File: src/logic/ecw_pkg.sv
// Purpose: constants for the extended config window and error flags
// Assumes: one port's config space, dword registers, byte enables
// Notes: offsets are byte addresses within the config space
// Contract
// pointer bits 7:2 hold dword index
// pointer bits 11:8 hold extended index
// offset is ext, dword, 2'b00; reserved zero
// window read returns selected register
// window write updates selected register semantics
// window byte enables apply to target
// pointer at window: read zero, drop writes
// pointer at itself: window writes pointer
// management-bus window access is inert
// header capability identifier is 0x1
// version 1, lockable next pointer 0x200
// bit 0 obsolete, resets zero
// bit 4 link protocol error, write-one-clear
// bit 5 surprise down, gated by capability
// bit 12 poisoned packet received
// bit 13 flow control protocol error
// bit 14 completion timeout hardwired zero
// bit 15 completer abort reads zero
// bit 16 unexpected completion
// bit 17 receiver overflow
// bit 18 malformed packet
// bit 19 end-to-end crc error
// bit 20 unsupported request
// sticky except power-on; writing zero keeps
package ecw_pkg;
    localparam logic [11:0] OFS_POINTER = 12'h0f8;
    localparam logic [11:0] OFS_WINDOW = 12'h0fc;
    localparam logic [11:0] OFS_CAP_HDR = 12'h100;
    localparam logic [11:0] OFS_UE_FLAGS = 12'h104;
    localparam int PTR_DW_LSB = 2;
    localparam int PTR_DW_MSB = 7;
    localparam int PTR_EXT_LSB = 8;
    localparam int PTR_EXT_MSB = 11;
    localparam logic [31:0] PTR_RESET = 32'h0000_0000;
    localparam logic [31:0] PTR_WMASK = 32'h0000_0ffc;
    localparam logic [15:0] CAP_ID = 16'h0001;
    localparam logic [3:0] CAP_VER = 4'h1;
    localparam logic [11:0] NXT_PTR_RESET = 12'h200;
    localparam int NXT_LSB = 20;
    localparam logic [31:0] UE_RESET = 32'h0000_0000;
    // implemented w1c flag positions
    localparam logic [31:0] UE_IMPL = 32'h001f_3031;
    localparam int UE_OBS = 0;
    localparam int UE_DLP = 4;
    localparam int UE_SD = 5;
    localparam int UE_POIS = 12;
    localparam int UE_FCP = 13;
    localparam int UE_UEC = 16;
    localparam int UE_ROVR = 17;
    localparam int UE_MAL = 18;
    localparam int UE_ECRC = 19;
    localparam int UE_UR = 20;
endpackage

File: src/logic/ecw_regs.sv
// Purpose: indirect config window plus error header and error flags
// Assumes: one-cycle cfg access, read data registered next cycle
// Notes: port reset keeps sticky flags; power-on reset, w1c writes and capability low (bit 5) clear them
`timescale 1ns/1ps
module ecw_regs (
    input wire logic mclk_i,
    input wire logic reset_n_i,
    input wire logic por_n_i,
    input wire logic cfg_wr_i,
    input wire logic cfg_rd_i,
    input wire logic cfg_smbus_i,
    input wire logic [11:0] cfg_addr_i,
    input wire logic [3:0] cfg_be_i,
    input wire logic [31:0] cfg_wdata_i,
    output logic [31:0] cfg_rdata_o,
    output logic cfg_rvalid_o,
    input wire logic nxt_ptr_lock_i,
    input wire logic surprise_down_capable_i,
    input wire logic err_link_protocol_i,
    input wire logic err_surprise_down_i,
    input wire logic err_poisoned_i,
    input wire logic err_flow_control_i,
    input wire logic err_unexp_cpl_i,
    input wire logic err_rcv_overflow_i,
    input wire logic err_malformed_i,
    input wire logic err_ecrc_i,
    input wire logic err_unsup_req_i,
    output logic [31:0] uncorrectable_error_flags_o,
    output logic [11:0] window_target_o
);
    logic [31:0] ext_cfg_pointer_ff;
    logic [11:0] next_capability_pointer_ff;
    logic [31:0] uncorrectable_error_flags_ff;
    logic [31:0] cfg_rdata_ff;
    logic cfg_rvalid_ff;
    logic [11:0] target;
    logic win_hit;
    logic win_ok;
    logic [11:0] eff_addr;
    logic eff_wr;
    logic eff_rd;
    logic [31:0] bmask;
    logic [31:0] rd_mux;
    logic [31:0] ev;
    logic [31:0] nxt_flags;

    // byte offset named by the pointer
    assign target = {ext_cfg_pointer_ff[ecw_pkg::PTR_EXT_MSB:
        ecw_pkg::PTR_EXT_LSB], ext_cfg_pointer_ff[ecw_pkg::PTR_DW_MSB:
        ecw_pkg::PTR_DW_LSB], 2'b00};
    assign window_target_o = target;

    // window redirects the access; smbus and self-target make it inert
    assign win_hit = cfg_addr_i == ecw_pkg::OFS_WINDOW;
    assign win_ok = win_hit && !cfg_smbus_i
        && target != ecw_pkg::OFS_WINDOW;
    assign eff_addr = win_hit ? target : cfg_addr_i;
    assign eff_wr = cfg_wr_i && (!win_hit || win_ok);
    assign eff_rd = cfg_rd_i && (!win_hit || win_ok);
    // byte enables of the window access reach the target, byte by byte
    for (genvar gi = 0; gi < 4; gi++) begin : g_bmask
        assign bmask[gi*8 +: 8] = {8{cfg_be_i[gi]}};
    end

    // read mux, reads have no side effects here
    always_comb begin
        rd_mux = 32'h0000_0000;
        case (eff_addr)
            ecw_pkg::OFS_POINTER: rd_mux = ext_cfg_pointer_ff;
            ecw_pkg::OFS_CAP_HDR: rd_mux = {next_capability_pointer_ff,
                ecw_pkg::CAP_VER, ecw_pkg::CAP_ID};
            ecw_pkg::OFS_UE_FLAGS: rd_mux = uncorrectable_error_flags_ff;
            default: rd_mux = 32'h0000_0000;
        endcase
    end

    // registered read data, masked by byte enables
    always_ff @(posedge mclk_i) begin
        if (!reset_n_i) begin
            cfg_rdata_ff <= 32'h0000_0000;
            cfg_rvalid_ff <= 1'b0;
        end else begin
            cfg_rvalid_ff <= cfg_rd_i;
            cfg_rdata_ff <= eff_rd ? (rd_mux & bmask)
                : 32'h0000_0000;
        end
    end
    assign cfg_rdata_o = cfg_rdata_ff;
    assign cfg_rvalid_o = cfg_rvalid_ff;

    // pointer, also reachable through the window when aimed at itself
    always_ff @(posedge mclk_i) begin
        if (!reset_n_i) begin
            ext_cfg_pointer_ff <= ecw_pkg::PTR_RESET;
        end else if (eff_wr && eff_addr == ecw_pkg::OFS_POINTER) begin
            ext_cfg_pointer_ff <= (ext_cfg_pointer_ff & ~bmask)
                | (cfg_wdata_i & bmask & ecw_pkg::PTR_WMASK);
        end
    end

    // lockable next pointer: writes only while unlocked
    always_ff @(posedge mclk_i) begin
        if (!reset_n_i) begin
            next_capability_pointer_ff <= ecw_pkg::NXT_PTR_RESET;
        end else if (eff_wr && eff_addr == ecw_pkg::OFS_CAP_HDR
            && !nxt_ptr_lock_i) begin
            next_capability_pointer_ff <= (next_capability_pointer_ff
                & ~bmask[31:ecw_pkg::NXT_LSB])
                | (cfg_wdata_i[31:ecw_pkg::NXT_LSB]
                & bmask[31:ecw_pkg::NXT_LSB]);
        end
    end

    // detected events; bit 0, 14, 15 never set
    always_comb begin
        ev = 32'h0000_0000;
        ev[ecw_pkg::UE_DLP] = err_link_protocol_i;
        ev[ecw_pkg::UE_SD] = err_surprise_down_i
            && surprise_down_capable_i;
        ev[ecw_pkg::UE_POIS] = err_poisoned_i;
        ev[ecw_pkg::UE_FCP] = err_flow_control_i;
        ev[ecw_pkg::UE_UEC] = err_unexp_cpl_i;
        ev[ecw_pkg::UE_ROVR] = err_rcv_overflow_i;
        ev[ecw_pkg::UE_MAL] = err_malformed_i;
        ev[ecw_pkg::UE_ECRC] = err_ecrc_i;
        ev[ecw_pkg::UE_UR] = err_unsup_req_i;
    end

    // w1c clear then set, so a same-cycle event is never lost
    always_comb begin
        nxt_flags = uncorrectable_error_flags_ff;
        if (eff_wr && eff_addr == ecw_pkg::OFS_UE_FLAGS) begin
            nxt_flags = nxt_flags & ~(cfg_wdata_i & bmask);
        end
        nxt_flags = (nxt_flags | ev) & ecw_pkg::UE_IMPL;
        if (!surprise_down_capable_i) begin
            nxt_flags[ecw_pkg::UE_SD] = 1'b0;
        end
    end

    // sticky: only power-on reset clears, the port reset does not
    always_ff @(posedge mclk_i) begin
        if (!por_n_i) begin
            uncorrectable_error_flags_ff <= ecw_pkg::UE_RESET;
        end else begin
            uncorrectable_error_flags_ff <= nxt_flags;
        end
    end
    assign uncorrectable_error_flags_o = uncorrectable_error_flags_ff;

    // checks
    property p_ptr_rsvd;
        @(posedge mclk_i) disable iff (!reset_n_i)
        (ext_cfg_pointer_ff & ~ecw_pkg::PTR_WMASK) == 32'h0000_0000;
    endproperty
    a_ptr_rsvd: assert property (p_ptr_rsvd)
        else $error("pointer reserved bits set");

    property p_win_self;
        @(posedge mclk_i) disable iff (!reset_n_i)
        (cfg_rd_i && win_hit && target == ecw_pkg::OFS_WINDOW)
            |=> cfg_rdata_o == 32'h0000_0000;
    endproperty
    a_win_self: assert property (p_win_self)
        else $error("window self read not zero");

    property p_smbus;
        @(posedge mclk_i) disable iff (!reset_n_i)
        (cfg_rd_i && win_hit && cfg_smbus_i)
            |=> cfg_rdata_o == 32'h0000_0000;
    endproperty
    a_smbus: assert property (p_smbus)
        else $error("smbus window read not zero");

    property p_win_read;
        @(posedge mclk_i) disable iff (!reset_n_i || !por_n_i)
        (cfg_rd_i && win_ok && target == ecw_pkg::OFS_UE_FLAGS)
            |=> cfg_rdata_o == ($past(uncorrectable_error_flags_ff)
                & $past(bmask));
    endproperty
    a_win_read: assert property (p_win_read)
        else $error("window read mismatch");

    property p_hdr;
        @(posedge mclk_i) disable iff (!reset_n_i)
        (cfg_rd_i && !win_hit && cfg_addr_i == ecw_pkg::OFS_CAP_HDR
            && cfg_be_i == 4'hf) |=> cfg_rdata_o[19:0] == 20'h10001;
    endproperty
    a_hdr: assert property (p_hdr)
        else $error("header id or version wrong");

    property p_lock;
        @(posedge mclk_i) disable iff (!reset_n_i)
        nxt_ptr_lock_i |=> $stable(next_capability_pointer_ff);
    endproperty
    a_lock: assert property (p_lock)
        else $error("locked next pointer changed");

    property p_zero_bits;
        @(posedge mclk_i) disable iff (!por_n_i)
        uncorrectable_error_flags_o[15:14] == 2'b00
            && uncorrectable_error_flags_o[0] == 1'b0;
    endproperty
    a_zero_bits: assert property (p_zero_bits)
        else $error("hardwired flag bits set");

    property p_set;
        @(posedge mclk_i) disable iff (!por_n_i)
        err_malformed_i |=> uncorrectable_error_flags_o[ecw_pkg::UE_MAL];
    endproperty
    a_set: assert property (p_set)
        else $error("malformed flag not set");

    property p_sticky;
        @(posedge mclk_i) disable iff (!por_n_i)
        (uncorrectable_error_flags_o[ecw_pkg::UE_DLP] && !eff_wr)
            |=> uncorrectable_error_flags_o[ecw_pkg::UE_DLP];
    endproperty
    a_sticky: assert property (p_sticky)
        else $error("sticky flag lost");

    property p_sd_gate;
        @(posedge mclk_i) disable iff (!por_n_i)
        !surprise_down_capable_i |=>
            !uncorrectable_error_flags_o[ecw_pkg::UE_SD];
    endproperty
    a_sd_gate: assert property (p_sd_gate)
        else $error("surprise down flag without capability");

    // read valid follows every read strobe by exactly one cycle
    property p_rvalid;
        @(posedge mclk_i) disable iff (!reset_n_i)
        cfg_rvalid_o == $past(cfg_rd_i);
    endproperty
    a_rvalid: assert property (p_rvalid)
        else $error("read valid not one cycle after read");

    property p_self_ptr;
        @(posedge mclk_i) disable iff (!reset_n_i)
        (cfg_wr_i && win_ok && target == ecw_pkg::OFS_POINTER
            && cfg_be_i[0])
            |=> (ext_cfg_pointer_ff & ecw_pkg::PTR_WMASK & 32'h0000_00ff)
            == ($past(cfg_wdata_i) & ecw_pkg::PTR_WMASK & 32'h0000_00ff);
    endproperty
    a_self_ptr: assert property (p_self_ptr)
        else $error("window write missed the pointer");

    property p_win_drop;
        @(posedge mclk_i) disable iff (!reset_n_i)
        (cfg_wr_i && win_hit && target == ecw_pkg::OFS_WINDOW)
            |=> $stable(ext_cfg_pointer_ff)
            && $stable(next_capability_pointer_ff);
    endproperty
    a_win_drop: assert property (p_win_drop)
        else $error("window write to itself took effect");

    // an inert write must not touch any register, flags included
    property p_smbus_drop;
        @(posedge mclk_i) disable iff (!reset_n_i || !por_n_i)
        (cfg_wr_i && win_hit && cfg_smbus_i && !(|ev)
            && surprise_down_capable_i)
            |=> $stable(uncorrectable_error_flags_o)
            && $stable(ext_cfg_pointer_ff)
            && $stable(next_capability_pointer_ff);
    endproperty
    a_smbus_drop: assert property (p_smbus_drop)
        else $error("smbus window write took effect");

    // ones clear, zeros keep; quiet cycles only, events win otherwise
    property p_w1c;
        @(posedge mclk_i) disable iff (!por_n_i)
        (cfg_wr_i && !win_hit && cfg_addr_i == ecw_pkg::OFS_UE_FLAGS
            && cfg_be_i == 4'hf && !(|ev) && surprise_down_capable_i)
            |=> uncorrectable_error_flags_o
                == ($past(uncorrectable_error_flags_o)
                & ~$past(cfg_wdata_i));
    endproperty
    a_w1c: assert property (p_w1c)
        else $error("one-to-clear write wrong");

    property p_set_dlp;
        @(posedge mclk_i) disable iff (!por_n_i)
        err_link_protocol_i
            |=> uncorrectable_error_flags_o[ecw_pkg::UE_DLP];
    endproperty
    a_set_dlp: assert property (p_set_dlp)
        else $error("link protocol flag not set");

    property p_set_sd;
        @(posedge mclk_i) disable iff (!por_n_i)
        (err_surprise_down_i && surprise_down_capable_i)
            |=> uncorrectable_error_flags_o[ecw_pkg::UE_SD];
    endproperty
    a_set_sd: assert property (p_set_sd)
        else $error("surprise down flag not set");

    property p_set_pois;
        @(posedge mclk_i) disable iff (!por_n_i)
        err_poisoned_i
            |=> uncorrectable_error_flags_o[ecw_pkg::UE_POIS];
    endproperty
    a_set_pois: assert property (p_set_pois)
        else $error("poisoned flag not set");

    property p_set_fcp;
        @(posedge mclk_i) disable iff (!por_n_i)
        err_flow_control_i
            |=> uncorrectable_error_flags_o[ecw_pkg::UE_FCP];
    endproperty
    a_set_fcp: assert property (p_set_fcp)
        else $error("flow control flag not set");

    property p_set_uec;
        @(posedge mclk_i) disable iff (!por_n_i)
        err_unexp_cpl_i
            |=> uncorrectable_error_flags_o[ecw_pkg::UE_UEC];
    endproperty
    a_set_uec: assert property (p_set_uec)
        else $error("unexpected completion flag not set");

    property p_set_rovr;
        @(posedge mclk_i) disable iff (!por_n_i)
        err_rcv_overflow_i
            |=> uncorrectable_error_flags_o[ecw_pkg::UE_ROVR];
    endproperty
    a_set_rovr: assert property (p_set_rovr)
        else $error("receiver overflow flag not set");

    property p_set_ecrc;
        @(posedge mclk_i) disable iff (!por_n_i)
        err_ecrc_i
            |=> uncorrectable_error_flags_o[ecw_pkg::UE_ECRC];
    endproperty
    a_set_ecrc: assert property (p_set_ecrc)
        else $error("end-to-end crc flag not set");

    property p_set_ur;
        @(posedge mclk_i) disable iff (!por_n_i)
        err_unsup_req_i
            |=> uncorrectable_error_flags_o[ecw_pkg::UE_UR];
    endproperty
    a_set_ur: assert property (p_set_ur)
        else $error("unsupported request flag not set");

    // main scenarios a run should reach
    c_win_rd: cover property (@(posedge mclk_i) cfg_rd_i && win_ok);
    c_win_ptr: cover property (@(posedge mclk_i)
        eff_wr && win_hit && target == ecw_pkg::OFS_POINTER);
    c_w1c: cover property (@(posedge mclk_i)
        eff_wr && eff_addr == ecw_pkg::OFS_UE_FLAGS && |ev);
    c_rd_wr: cover property (@(posedge mclk_i) cfg_rd_i && cfg_wr_i);
    c_sd_masked: cover property (@(posedge mclk_i)
        err_surprise_down_i && !surprise_down_capable_i);
endmodule

File: config.mk
export PLATFORM = sky130hd
export DESIGN_NAME = ecw_regs
export DESIGN_NICKNAME = d
export VERILOG_FILES = /design/src/logic/ecw_pkg.sv /design/src/logic/ecw_regs.sv
export SDC_FILE = /design/constraint.sdc
export NUM_CORES = 1
export LEC_CHECK = 0
export ABC_AREA = 1
export ABC_CLOCK_PERIOD_IN_PS = 1470
export BUFFER_PORTS_ARGS = -buffer_cell sky130_fd_sc_hd__buf_2
export CAP_MARGIN = 10
export CORE_MARGIN = 5
export CORE_UTILIZATION = 35
export CTS_BUF_LIST = sky130_fd_sc_hd__clkbuf_4
export DETAILED_ROUTE_END_ITERATION = 12
export GPL_ROUTABILITY_DRIVEN = 0
export PLACE_DENSITY = 0.72
export RECOVER_POWER = 25
export SLEW_MARGIN = 25
export SYNTH_ARGS = -nofsm -noshare
export SYNTH_HDL_FRONTEND = slang
export SYNTH_SLANG_ARGS = --single-unit
File: constraint.sdc
create_clock -name mclk_i -period 1.47 [get_ports mclk_i]
set_input_delay 0 -clock mclk_i [delete_from_list [all_inputs] [get_ports mclk_i]]
set_output_delay 0 -clock mclk_i [all_outputs]
set_load 0.02 [all_outputs]
==> results.sh <==
export IMPL_finalHoldViolCount=0
export IMPL_io_buffers=114
export IMPL_ff2ff_setup_slack_ps=-190
export IMPL_numCtsBuffers=9
export IMPL_fill_cells=1014
export IMPL_p_sw_mw=1.08
export IMPL_violations="setup timing"
export IMPL_p_per_area_nw_per_um2=703
export IMPL_seq_power_share=0.561
export IMPL_grt_max_degree=44
export IMPL_slew_violations=0
export IMPL_drt_total_wl_um=11400
export IMPL_internal_power_mw=3.17
export IMPL_drive_gt1_frac=0.388
export IMPL_io_pins=142
export IMPL_setup_violations=76
export IMPL_p_comb_frac=0.130
export IMPL_clockRootBuffer="clkbuf_4"
export IMPL_worstSetupEndpointType="flip-flop"
export IMPL_ant_nets=0
export IMPL_max_slew_margin=0.636
export IMPL_max_freq_mhz=601
export IMPL_worstSetupPathType="flip-flop to flip-flop"
export IMPL_final_area_um2=6050
export IMPL_grt_antenna_before_repair=0
export IMPL_worst_slew_pin_slew_ps=546
export IMPL_reg2reg_depth=10
export IMPL_die_area_um2=13500
export IMPL_grtUsageMet2=0.289
export IMPL_nNetsFinal=818
export IMPL_ys_ff_latch=87
export IMPL_hold_path_startpoint="reset_n_i"
export IMPL_cp_max_fo=6
export IMPL_overflow=0
export IMPL_stdcell_count=897
export IMPL_dpl_cell_area_um2=4890
export IMPL_place_hpwl_um=7770
export IMPL_diodes=0
export IMPL_cts_sinks=87
export IMPL_met3_usage=0.0435
export IMPL_p_leak_nw=2.88
export IMPL_rsz0062_at_grt="yes"
export IMPL_arrival_ps=1990
export IMPL_placed_cells=815
export IMPL_core_um2=10900
export IMPL_pwr_share_clk=0.308
export IMPL_crit_required_ps=1800
export IMPL_finalClockSkew_ps=25.3
export IMPL_peakVddDrop_uv=571
export IMPL_drc=0
export IMPL_fp_dieW_um=116
export IMPL_setup_tns_ps=-10180
export IMPL_vias_per_cell=4.40
export IMPL_netSwitchingFraction=0.255
export IMPL_grtUsageMet1=0.196
export IMPL_clk_pin_slew_ps=140
export IMPL_fin_crit_ps=1660
export IMPL_status="complete, but fails checks"
export IMPL_synth_avg_cell_area_um2=7.34
export IMPL_hp_class="input port to flip-flop"
export IMPL_start_util=0.361
export IMPL_final_period_utilization=1.13
export IMPL_first_global_vias=3782
export IMPL_track_usage=0.164
export IMPL_rows=38
export IMPL_post_drt_wl_per_cell_um=12.7
export IMPL_busiest_layer="met2"
export IMPL_vias=3946
export IMPL_cts_max_level=3
export IMPL_ys_types=32
export IMPL_holdPathStages=4
export IMPL_firstDrtPassIters=4
export IMPL_die_h_um=116
export IMPL_cts_path_max_buffers=2
export IMPL_cts_tree="yes"
export IMPL_grt_pass1_wl_um=17400
export IMPL_drt_iter0_markers=122
export IMPL_synth_area_um2=3950
export IMPL_synth_seq_area_share=0.441
export IMPL_areaGrowthSynthToFinish_pct=53.2
export IMPL_insertion_delay_ps=440
export IMPL_crit_path_start_kind="flip-flop"
export IMPL_postSynthCellCount=538
export IMPL_yosysWarnings=0
export IMPL_cap_violations=0
export IMPL_fin_ws_ps=-193
final cells by class:
cell class	count	area (um2)	share of cell area
sequential	87	1750	0.290
tap	140	175	0.0290
multi-input combinational	324	1950	0.322
timing repair buffer	229	1660	0.275
inverter	102	383	0.0633
clock inverter	4	47.5	0.00786
clock buffer	11	82.6	0.0137
metal layers:
layer  vias to the layer above  share of wire
met5                         -              0
met4                         0          0.011
met3                        11          0.059
met2                       111           0.51
met1                      1812           0.42
li1                       2012              -
power by group through the flow:
stage	combinational (mW)	clock, mW	sequential (mW)
floorplan	0.242	0	2.46
global placement	0.394	0	2.44
detailed placement	0.395	0	2.44
global route	0.596	1.45	2.39
CTS	0.527	1.37	2.39
finish	0.554	1.31	2.39
kinds of logic (layout without fill, tap and decap cells):
group | after synthesis | in the layout | synth area share
and+or+nand+nor | 256 | 256 | 0.314
other | 1 | 24 | 0.000950
AOI/OAI and AO/OA | 44 | 44 | 0.0637
DFF | 87 | 87 | 0.441
buffers and inverters | 150 | 346 | 0.181
stage by stage:
step	worst slack (ps)	total power [mW]	hold slack, ps	util
final	-193	4.25	135	0.553
after global routing	-293	4.43	112	0.553
after CTS	-167	4.28	-71.3	0.534
after detailed placement	-322	2.84	232	0.447
after global placement	-284	2.83	221	0.447
after floorplan	-44.2	2.70	112	-
cell usage after synthesis (all sizes together):
master,number,area (um2)
o22ai,2,12.5
o21ai,17,85.1
o21bai,10,75.1
conb,1,3.75
nand3b,11,82.6
nor3,12,76.3
clkinv,2,7.51
buf,44,315
inv,100,375
nand3,40,248
dfxtp,87,1740
nor2,84,392
and2,2,12.5
nand4,6,43.8
clkbuf,4,15.0
a21oi,15,78.8
nand2,101,384
how the worst max path moves through the flow:
stage | depth (start not counted) | start | end
CTS | 11 | flip-flop | cfg_rdata_o[24]$_SDFF_PN0_
floorplan | 11 | flip-flop | flip-flop
global placement | 13 | cfg_addr_i[0] | flip-flop
detailed placement | 13 | cfg_addr_i[0] | flip-flop
finish | 10 | flip-flop | flip-flop
global route | 11 | flip-flop | flip-flop
cells in the final DEF (no fill, tap or decap), types with 17 or more instances in the layout:
cell type | Yosys | layout
conb_1 | 1 | 24
nand2_1 | 99 | 77
buf_4 | 34 | 43
dlygate4sd3_1 | 0 | 49
inv_1 | 99 | 92
nand2_2 | 2 | 18
nand3_1 | 35 | 18
buf_2 | 6 | 102
nand3_2 | 2 | 17
nor2_2 | 9 | 19
buf_6 | 2 | 19
dfxtp_1 | 87 | 79
nor2_1 | 69 | 52
timing repair:
item | CTS | global route
hold buffers | 48 | 1
gates cloned | 1 | 0
setup endpoints to repair | 86 | 86
gates resized for setup | 71 | 53
pin swaps | 26 | 38
endpoints found under the hold margin | 63 | 2
setup buffers | 14 | 4
worst max-delay path, cell delays in order, from the launching register on:
cell	delay, ps
dfxtp_2	380
inv_2	50
nand3_2	70
nand2_2	70
nor2_1	160
nand2_1	130
nor2_4	230
nand3_2	130
buf_4	180
nor2_1	90
nor2_1	50
(Power assumes the default switching activity.)
